===== config.mk =====
export PLATFORM = sky130hd
export DESIGN_NAME = int_to_float_convert_and_compare
export DESIGN_NICKNAME = d
export VERILOG_FILES = /design/src/include/convert_compare_pkg.sv /design/src/hdl/int_to_single_round.sv /design/src/hdl/sticky_exception_bits.sv /design/src/hdl/int_to_float_convert_and_compare.sv
export SDC_FILE = /design/constraint.sdc
export NUM_CORES = 1
export LEC_CHECK = 0
export BUFFER_PORTS_ARGS = -buffer_cell sky130_fd_sc_hd__buf_4
export CAP_MARGIN = 30
export CORE_MARGIN = 4
export CORE_UTILIZATION = 55
export DETAILED_ROUTE_END_ITERATION = 10
export PLACE_DENSITY = 0.83
export SETUP_SLACK_MARGIN = 0.3
export SYNTH_ARGS = -nofsm -noshare
export SYNTH_HDL_FRONTEND = slang
export SYNTH_HIERARCHICAL = 1
export SYNTH_SLANG_ARGS = --single-unit

===== constraint.sdc =====
create_clock -name clock -period 12.12 [get_ports clock]
set_input_delay 1.818 -clock clock [delete_from_list [all_inputs] [get_ports clock]]
set_output_delay 1.818 -clock clock [all_outputs]
set_load 0.01 [all_outputs]

===== src/include/convert_compare_pkg.sv =====
package convert_compare_pkg;

	// ************************************************************
	// operation codes
	// ************************************************************
	localparam logic [7:0] OPC_FLOAT_FLAGS = 8'h82; // 130, probe, mode from status
	localparam logic [7:0] OPC_FLOAT_RZ = 8'h75; // 117, truncating convert
	localparam logic [7:0] OPC_FLOAT_RZ_FLAGS = 8'h76; // 118, truncating probe
	localparam logic [7:0] OPC_GEQ = 8'h0E; // 14, signed compare

	// ************************************************************
	// latencies in cycles from issue edge to write edge
	// ************************************************************
	localparam int FLOAT_LATENCY = 3;
	localparam int COMPARE_LATENCY = 1;

	// ************************************************************
	// exception field layout, same for status word and probes
	// ************************************************************
	localparam int EXC_WIDTH = 6;
	localparam int EXC_INEXACT_BIT = 1; // value 0x02
	localparam int EXC_INVALID_BIT = 4; // value 0x10
	localparam int EXC_FLUSH_BIT = 5; // value 0x20
	localparam logic [5:0] EXC_RESET = 6'h00;

	// ************************************************************
	// rounding mode field of the status word
	// ************************************************************
	localparam logic [1:0] RM_NEAREST_EVEN = 2'h0;
	localparam logic [1:0] RM_TOWARD_ZERO = 2'h1;
	localparam logic [1:0] RM_TOWARD_POS = 2'h2;
	localparam logic [1:0] RM_TOWARD_NEG = 2'h3;

	// ************************************************************
	// single precision layout
	// ************************************************************
	localparam int FP_MANT_WIDTH = 23;
	localparam int FP_EXP_BIAS = 127;

	// kind of float operation riding the pipeline
	typedef enum logic [1:0] {
		FOP_CONVERT,
		FOP_PROBE
	} float_op_t;

endpackage


===== src/hdl/int_to_single_round.sv =====
`timescale 1ns/10ps
// ************************************************************
// signed 32-bit integer to single precision, combinational
// ************************************************************
module int_to_single_round
(
	input wire logic [31:0] value,
	input wire logic [1:0] mode,
	output logic [31:0] result,
	output logic inexact
);

	// leading zero count of a nonzero magnitude
	function automatic logic [4:0] lead_zeros(input logic [31:0] x);
		logic [4:0] n;
		logic found;
		n = 5'h00;
		found = 1'b0;
		for (int i = 31; i >= 0; i--)
		begin
			if (!found && x[i])
			begin
				found = 1'b1;
				n = 5'(31 - i);
			end
		end
		return n;
	endfunction

	logic sign; // sign of the integer
	logic [31:0] magnitude; // -2^31 still fits unsigned
	logic [4:0] shift; // normalising shift
	logic [31:0] normal; // leading one at bit 31
	logic round_bit; // first dropped bit
	logic sticky; // any lower dropped bit
	logic round_up; // add one ulp
	logic [7:0] exponent; // biased exponent
	logic [30:0] rounded; // exponent and mantissa after rounding

	// normalise, then round in the selected mode
	always_comb
	begin
		sign = value[31];
		magnitude = sign ? 32'(-value) : value;
		shift = lead_zeros(magnitude);
		normal = magnitude << shift;
		round_bit = normal[7];
		sticky = |normal[6:0];
		inexact = round_bit | sticky;
		exponent = 8'(convert_compare_pkg::FP_EXP_BIAS + 31 - int'(shift));
		unique case (mode)
			convert_compare_pkg::RM_NEAREST_EVEN: round_up = round_bit & (sticky | normal[8]);
			convert_compare_pkg::RM_TOWARD_ZERO: round_up = 1'b0;
			convert_compare_pkg::RM_TOWARD_POS: round_up = !sign & inexact;
			convert_compare_pkg::RM_TOWARD_NEG: round_up = sign & inexact;
		endcase
		// a carry out of the mantissa bumps the exponent for free
		rounded = {exponent, normal[30:8]} + {30'h00000000, round_up};
		if (magnitude == 32'h00000000)
			result = 32'h00000000;
		else
			result = {sign, rounded};
	end

endmodule


===== src/hdl/sticky_exception_bits.sv =====
`timescale 1ns/10ps
// ************************************************************
// sticky exception field of the status word
// ************************************************************
module sticky_exception_bits
(
	input wire logic clock,
	input wire logic reset_n,
	input wire logic [5:0] own_set,
	input wire logic [5:0] other_set,
	input wire logic write_enable,
	input wire logic [5:0] write_data,
	output logic [5:0] bits
);

	logic [5:0] next_bits; // value after this edge

	// explicit write is the only clear; sets in the same cycle still win
	always_comb
	begin
		if (write_enable)
			next_bits = write_data | own_set | other_set;
		else
			next_bits = bits | own_set | other_set;
	end

	// register the field
	always_ff @(posedge clock or negedge reset_n)
	begin
		if (!reset_n)
			bits <= convert_compare_pkg::EXC_RESET;
		else
			bits <= next_bits;
	end

endmodule


===== src/hdl/int_to_float_convert_and_compare.sv =====
`timescale 1ns/10ps
// ************************************************************
// convert, flag probe and signed compare datapath
// ************************************************************
module int_to_float_convert_and_compare
#(
	parameter int DEST_WIDTH = 7
)
(
	input wire logic clock,
	input wire logic reset_n,
	input wire logic issue_valid,
	input wire logic [7:0] issue_opcode,
	input wire logic [DEST_WIDTH-1:0] issue_dest,
	input wire logic guard_enable,
	input wire logic [31:0] guard_value,
	input wire logic [31:0] first_source,
	input wire logic [31:0] second_source,
	input wire logic [1:0] rounding_mode,
	input wire logic status_write,
	input wire logic [5:0] status_write_data,
	input wire logic [5:0] other_fp_flags,
	output logic float_write,
	output logic [DEST_WIDTH-1:0] float_dest,
	output logic [31:0] float_data,
	output logic compare_write,
	output logic [DEST_WIDTH-1:0] compare_dest,
	output logic [31:0] compare_data,
	output logic [5:0] exception_flags
);

	// ************************************************************
	// elaboration checks
	// ************************************************************
	// a zero-width destination index would leave nothing to address
	if (DEST_WIDTH < 1)
		$error("DEST_WIDTH must be at least one");

	// ************************************************************
	// reset release
	// ************************************************************
	logic [1:0] reset_pipe; // two-stage release chain
	logic reset_sync_n; // released copy used everywhere below

	// assert at once, release two edges later
	always_ff @(posedge clock or negedge reset_n)
	begin
		if (!reset_n)
			reset_pipe <= 2'h0;
		else
			reset_pipe <= {reset_pipe[0], 1'b1};
	end

	assign reset_sync_n = reset_pipe[1];

	// ************************************************************
	// issue decode
	// ************************************************************
	logic guard_true; // guard absent or its lsb set
	logic is_float_op; // one of the three float unit ops
	logic is_compare_op; // signed compare
	convert_compare_pkg::float_op_t issue_kind; // convert or probe
	logic [1:0] issue_mode; // rounding mode carried down the pipe

	// unknown opcodes match nothing and are dropped silently
	always_comb
	begin
		guard_true = !guard_enable || guard_value[0];
		is_float_op = 1'b0;
		is_compare_op = 1'b0;
		issue_kind = convert_compare_pkg::FOP_PROBE;
		issue_mode = convert_compare_pkg::RM_TOWARD_ZERO;
		unique case (issue_opcode)
			convert_compare_pkg::OPC_FLOAT_FLAGS:
			begin
				is_float_op = 1'b1;
				issue_mode = rounding_mode;
			end
			convert_compare_pkg::OPC_FLOAT_RZ:
			begin
				is_float_op = 1'b1;
				// status rounding bits ignored
				issue_kind = convert_compare_pkg::FOP_CONVERT;
			end
			convert_compare_pkg::OPC_FLOAT_RZ_FLAGS:
			begin
				is_float_op = 1'b1;
			end
			convert_compare_pkg::OPC_GEQ:
			begin
				is_compare_op = 1'b1;
			end
			default:
			begin
				is_float_op = 1'b0;
			end
		endcase
	end

	// ************************************************************
	// compare path, one cycle
	// ************************************************************
	logic next_compare_write; // write strobe at next edge
	logic [DEST_WIDTH-1:0] next_compare_dest; // destination index
	logic [31:0] next_compare_data; // zero or one

	// guard false issues nothing, so the register keeps its value
	always_comb
	begin
		next_compare_write = issue_valid && is_compare_op && guard_true;
		next_compare_dest = compare_dest;
		next_compare_data = compare_data;
		if (next_compare_write)
		begin
			next_compare_dest = issue_dest;
			if ($signed(first_source) >= $signed(second_source))
				next_compare_data = 32'h00000001;
			else
				next_compare_data = 32'h00000000;
		end
	end

	// register the compare result
	always_ff @(posedge clock or negedge reset_sync_n)
	begin
		if (!reset_sync_n)
		begin
			compare_write <= 1'b0;
			compare_dest <= '0;
			compare_data <= 32'h00000000;
		end
		else
		begin
			compare_write <= next_compare_write;
			compare_dest <= next_compare_dest;
			compare_data <= next_compare_data;
		end
	end

	// ************************************************************
	// float stage one: capture operands
	// ************************************************************
	logic stage1_valid; // live float op in stage one
	convert_compare_pkg::float_op_t stage1_kind; // convert or probe
	logic [1:0] stage1_mode; // rounding mode in effect
	logic [31:0] stage1_source; // integer to convert
	logic [DEST_WIDTH-1:0] stage1_dest; // destination index
	logic next_stage1_valid;
	convert_compare_pkg::float_op_t next_stage1_kind;
	logic [1:0] next_stage1_mode;
	logic [31:0] next_stage1_source;
	logic [DEST_WIDTH-1:0] next_stage1_dest;

	// a false guard never enters, so it can neither write nor flag
	always_comb
	begin
		next_stage1_valid = issue_valid && is_float_op && guard_true;
		next_stage1_kind = stage1_kind;
		next_stage1_mode = stage1_mode;
		next_stage1_source = stage1_source;
		next_stage1_dest = stage1_dest;
		if (next_stage1_valid)
		begin
			next_stage1_kind = issue_kind;
			next_stage1_mode = issue_mode;
			next_stage1_source = first_source;
			next_stage1_dest = issue_dest;
		end
	end

	// register stage one
	always_ff @(posedge clock or negedge reset_sync_n)
	begin
		if (!reset_sync_n)
		begin
			stage1_valid <= 1'b0;
			stage1_kind <= convert_compare_pkg::FOP_PROBE;
			stage1_mode <= convert_compare_pkg::RM_NEAREST_EVEN;
			stage1_source <= 32'h00000000;
			stage1_dest <= '0;
		end
		else
		begin
			stage1_valid <= next_stage1_valid;
			stage1_kind <= next_stage1_kind;
			stage1_mode <= next_stage1_mode;
			stage1_source <= next_stage1_source;
			stage1_dest <= next_stage1_dest;
		end
	end

	// ************************************************************
	// float stage two: convert and round
	// ************************************************************
	logic [31:0] converted; // rounded single precision value
	logic converted_inexact; // dropped bits were nonzero

	int_to_single_round rounder
	(
		.value(stage1_source),
		.mode(stage1_mode),
		.result(converted),
		.inexact(converted_inexact)
	);

	logic stage2_valid; // live float op in stage two
	convert_compare_pkg::float_op_t stage2_kind;
	logic [31:0] stage2_value; // converted word
	logic [5:0] stage2_flags; // exception vector in status layout
	logic [DEST_WIDTH-1:0] stage2_dest;
	logic next_stage2_valid;
	convert_compare_pkg::float_op_t next_stage2_kind;
	logic [31:0] next_stage2_value;
	logic [5:0] next_stage2_flags;
	logic [DEST_WIDTH-1:0] next_stage2_dest;

	// only inexact can arise from an integer source; the rest stay zero
	always_comb
	begin
		next_stage2_valid = stage1_valid;
		next_stage2_kind = stage2_kind;
		next_stage2_value = stage2_value;
		next_stage2_flags = stage2_flags;
		next_stage2_dest = stage2_dest;
		if (stage1_valid)
		begin
			next_stage2_kind = stage1_kind;
			next_stage2_value = converted;
			next_stage2_flags = 6'h00;
			next_stage2_flags[convert_compare_pkg::EXC_INEXACT_BIT] = converted_inexact;
			next_stage2_dest = stage1_dest;
		end
	end

	// register stage two
	always_ff @(posedge clock or negedge reset_sync_n)
	begin
		if (!reset_sync_n)
		begin
			stage2_valid <= 1'b0;
			stage2_kind <= convert_compare_pkg::FOP_PROBE;
			stage2_value <= 32'h00000000;
			stage2_flags <= convert_compare_pkg::EXC_RESET;
			stage2_dest <= '0;
		end
		else
		begin
			stage2_valid <= next_stage2_valid;
			stage2_kind <= next_stage2_kind;
			stage2_value <= next_stage2_value;
			stage2_flags <= next_stage2_flags;
			stage2_dest <= next_stage2_dest;
		end
	end

	// ************************************************************
	// float stage three: write back
	// ************************************************************
	logic next_float_write;
	logic [DEST_WIDTH-1:0] next_float_dest;
	logic [31:0] next_float_data;
	logic [5:0] status_set; // our contribution to the status field

	// probes return the vector, the convert returns the float word
	always_comb
	begin
		next_float_write = stage2_valid;
		next_float_dest = float_dest;
		next_float_data = float_data;
		status_set = 6'h00;
		if (stage2_valid)
		begin
			next_float_dest = stage2_dest;
			unique case (stage2_kind)
				convert_compare_pkg::FOP_CONVERT:
				begin
					next_float_data = stage2_value;
					// same edge as the destination write
					status_set = stage2_flags;
				end
				convert_compare_pkg::FOP_PROBE:
				begin
					// status left alone for probes
					next_float_data = {26'h0000000, stage2_flags};
				end
			endcase
		end
	end

	// register the float result
	always_ff @(posedge clock or negedge reset_sync_n)
	begin
		if (!reset_sync_n)
		begin
			float_write <= 1'b0;
			float_dest <= '0;
			float_data <= 32'h00000000;
		end
		else
		begin
			float_write <= next_float_write;
			float_dest <= next_float_dest;
			float_data <= next_float_data;
		end
	end

	// ************************************************************
	// sticky status exception field
	// ************************************************************
	// other units' flags merge here, so one register holds the field
	sticky_exception_bits status_bits
	(
		.clock(clock),
		.reset_n(reset_sync_n),
		.own_set(status_set),
		.other_set(other_fp_flags),
		.write_enable(status_write),
		.write_data(status_write_data),
		.bits(exception_flags)
	);

endmodule


==> reports/results.ini <==
[die]
core_mm2=0.02203
die_h_um=158.3
dieArea_mm2=0.02506
fp-row-count=54
io_pins=216
fp.dieW_um=158.3
start_util_pct=56.40

[detailed_routing]
drt_iter0_drc=1366
via_per_inst=6.484
drc=0
drt_wl_total_um=37060
wl_per_cell_um=20.97
vias=11460
firstDrtPassIters=6
ant_nets=0

[layout]
num_antenna_cells=0
finalInstanceArea_mm2=0.01411
syn2layout_area_growth_pct=13.62
layout-drive-gt1-share_pct=26.03
nNetsFinal=1641

[logic_synthesis]
synth_cell_types=110
syn_inst=1370
synthFlopType=dfrtp_1
synth_seq_cells=142
syn_area_mm2=0.01242
synth.yosys.seq_area_share_pct=28.62
ys_warn_count=6
avgSynthCellArea_um2=9.068
synthArstFlopShare_pct=100.0
synth_edf_count=0

[place]
place_area_mm2=0.01340
gp_congestion=0.9824
io_buffers=153
dp_hpwl_um=27450

[cts]
cts.sinks=142
cts_hold_buf=0
cts-resized-gates=0
cts_tree=done
cts_buffers=17
clk_pin_slew_ns=0.06
h-tree-depth=4
cts-root-buf=clkbuf_16
cts_buffer_depth=2
clkLatencyLatePin_ns=0.43
post_cts_buffers=0

[grt]
grt_usage_pct=28.90
overflow=0
grt_pass1_wl_um=58290
antenna_found_initial=0
grt_max_degree=75
grt_pass1_vias=10860

[critical_path]
rr_endpoint=stage2_value[23]$_DFFE_PN0P_
cp_max_fo=31
endpoint_kind=flop
startpoint_type=flop
r2r_setup_slack_ns=2.84
cp.required_ns=12.43
crit_path_frequent_cell=a21oi_1
cpMaxStageDelayCell=a211oi_2
slowest_delay_ns=0.77
path_class=reg2reg
crit-reg2reg-launch=stage1_source[0]$_DFFE_PN0P_
worstPathArrival_ns=9.59
reg2regPathDepth=28

[pwr]
vdd.ir_drop.worst_mv=0.1169
powerDensity_mw_per_mm2=218.2
fin_total_pwr_w=0.003079
power.leakage_nw=6.318

[sta]
hold_viol=0
max_freq_mhz=107.7
grt_setup_unrepaired=no
period_minus_slack_ns=9.283
tns_ns=0
fin_crit_sh_pct=76.59
worst_slew_pin_slew_ns=1.000
final_max_slew_viol_count=0
finalSetupViolations=0
slew_headroom_pct=32.63
fin_skew_ns=0.01470

[flow_run]
max-cap-violations=0

[outcome]
run_status=completed

[worst_hold_path]
hp-class=reg2async

[per-layer routing]
metal,track usage (%),share of wire [%],vias to the layer above,wire length (um)
li1,-,-,5276,-
met1,39.22,41,5468,15270
met2,46.07,47,604,17350
met3,4.784,8.1,110,2994
met4,11.94,3.9,0,1452
met5,0,0,-,0
[layout make-up]
| cell class | count | area (um2) |
|---|---|---|
| clock inverter | 15 | 239.0 |
| fill | 1777 | 7911 |
| inverter | 79 | 299.0 |
| tap | 280 | 350.3 |
| timing repair buffer | 169 | 1301 |
| multi-input combinational | 1065 | 7938 |
| sequential | 142 | 3562 |
| clock buffer | 17 | 425.4 |
[critical path, delay by kind of cell (launching register included)]
family	cells	cell delay, ns
AND/OR/NAND/NOR	8	2.58
flip-flops	1	0.65
AO/OA/AOI/OAI	13	3.94
adder cells (fa/ha/maj)	2	0.52
buffers and inverters	4	1.11
multiplexers	1	0.29
[cell families after synthesis]
logic type / count (synthesis) / share of synthesized area [%]
muxes: 134 / 13.46
xor gates and xnor gates: 60 / 4.351
AOI/OAI and AO/OA: 356 / 20.28
buffers and inverters: 198 / 8.621
and+or+nand+nor: 441 / 20.88
adders and majority gates: 37 / 3.726
DFF: 142 / 28.62
other: 2 / 0.06045
[stage by stage]
step / cells / worst slack (ns) / hold WS (ns) / util [%]
after floorplan: 1405 / 5.319 / 0.3312 / -
after global placement: 1733 / 3.336 / 0.3355 / 60.85
after detailed placement: 1733 / 3.214 / 0.3355 / 60.85
after CTS: 1765 / 3.150 / 0.3637 / 63.87
after global routing: 1767 / 2.504 / 0.1061 / 64.08
final: 1767 / 2.837 / 0.1025 / 64.08
[how the worst max path moves through the flow]
stage               depth (start not counted)                         start                            to  slack (ns)
finish                                     28  stage1_source[0]$_DFFE_PN0P_  stage2_value[23]$_DFFE_PN0P_        2.84
global route                               28  stage1_source[0]$_DFFE_PN0P_  stage2_value[19]$_DFFE_PN0P_        2.50
CTS                                        28  stage1_source[0]$_DFFE_PN0P_  stage2_value[23]$_DFFE_PN0P_        3.15
detailed placement                         28  stage1_source[0]$_DFFE_PN0P_  stage2_value[23]$_DFFE_PN0P_        3.21
global placement                           28  stage1_source[0]$_DFFE_PN0P_  stage2_value[28]$_DFFE_PN0P_        3.34
floorplan                                  30  stage1_source[0]$_DFFE_PN0P_  stage2_value[15]$_DFFE_PN0P_        5.32
[power breakdown]
| part | switching [W] | internal, W | total, W |
|---|---|---|---|
| clock | 0.000240 | 0.000357 | 0.000596 |
| combinational | 0.00123 | 0.000672 | 0.00191 |
| sequential | 0.0000569 | 0.000520 | 0.000577 |
[Yosys cell counts (37+ instances only)]
| master | instances | area, um2 |
|---|---|---|
| nand3_1 | 43 | 215.2 |
| nand2_1 | 80 | 300.3 |
| nor2_1 | 74 | 277.8 |
| ha_1 | 37 | 462.9 |
| buf_4 | 38 | 285.3 |
| mux2_4 | 42 | 630.6 |
| o21ai_0 | 86 | 430.4 |
| mux2_2 | 63 | 709.4 |
| nor3_1 | 59 | 295.3 |
| a21oi_1 | 63 | 315.3 |
| inv_1 | 77 | 289.0 |
| dfrtp_1 | 140 | 3503 |
| clkbuf_1 | 38 | 142.6 |
[registers in the layout, indices dropped and copies added, names as in the netlist, 2 cells and up]
register / flops
compare_dest: 7
float_data: 32
float_dest: 7
reset_pipe: 2
stage1_dest: 7
stage1_mode: 2
stage1_source: 32
stage2_dest: 7
stage2_value: 32
status_bits/bits: 6
[placed cells by master (no fill, tap or decap), types with 31 or more instances in the layout]
master and count:
xnor2_1 36, mux2_2 63, nand3b_1 34, buf_4 167, inv_1 77, ha_1 37
mux2_4 42, dfrtp_1 137, nand4_1 31, nor2_1 74, nand2_1 80, nand3_1 43
nor3_1 59, o21ai_0 86, a21oi_1 63, conb_1 37
Power figures use the tool's default switching activity.
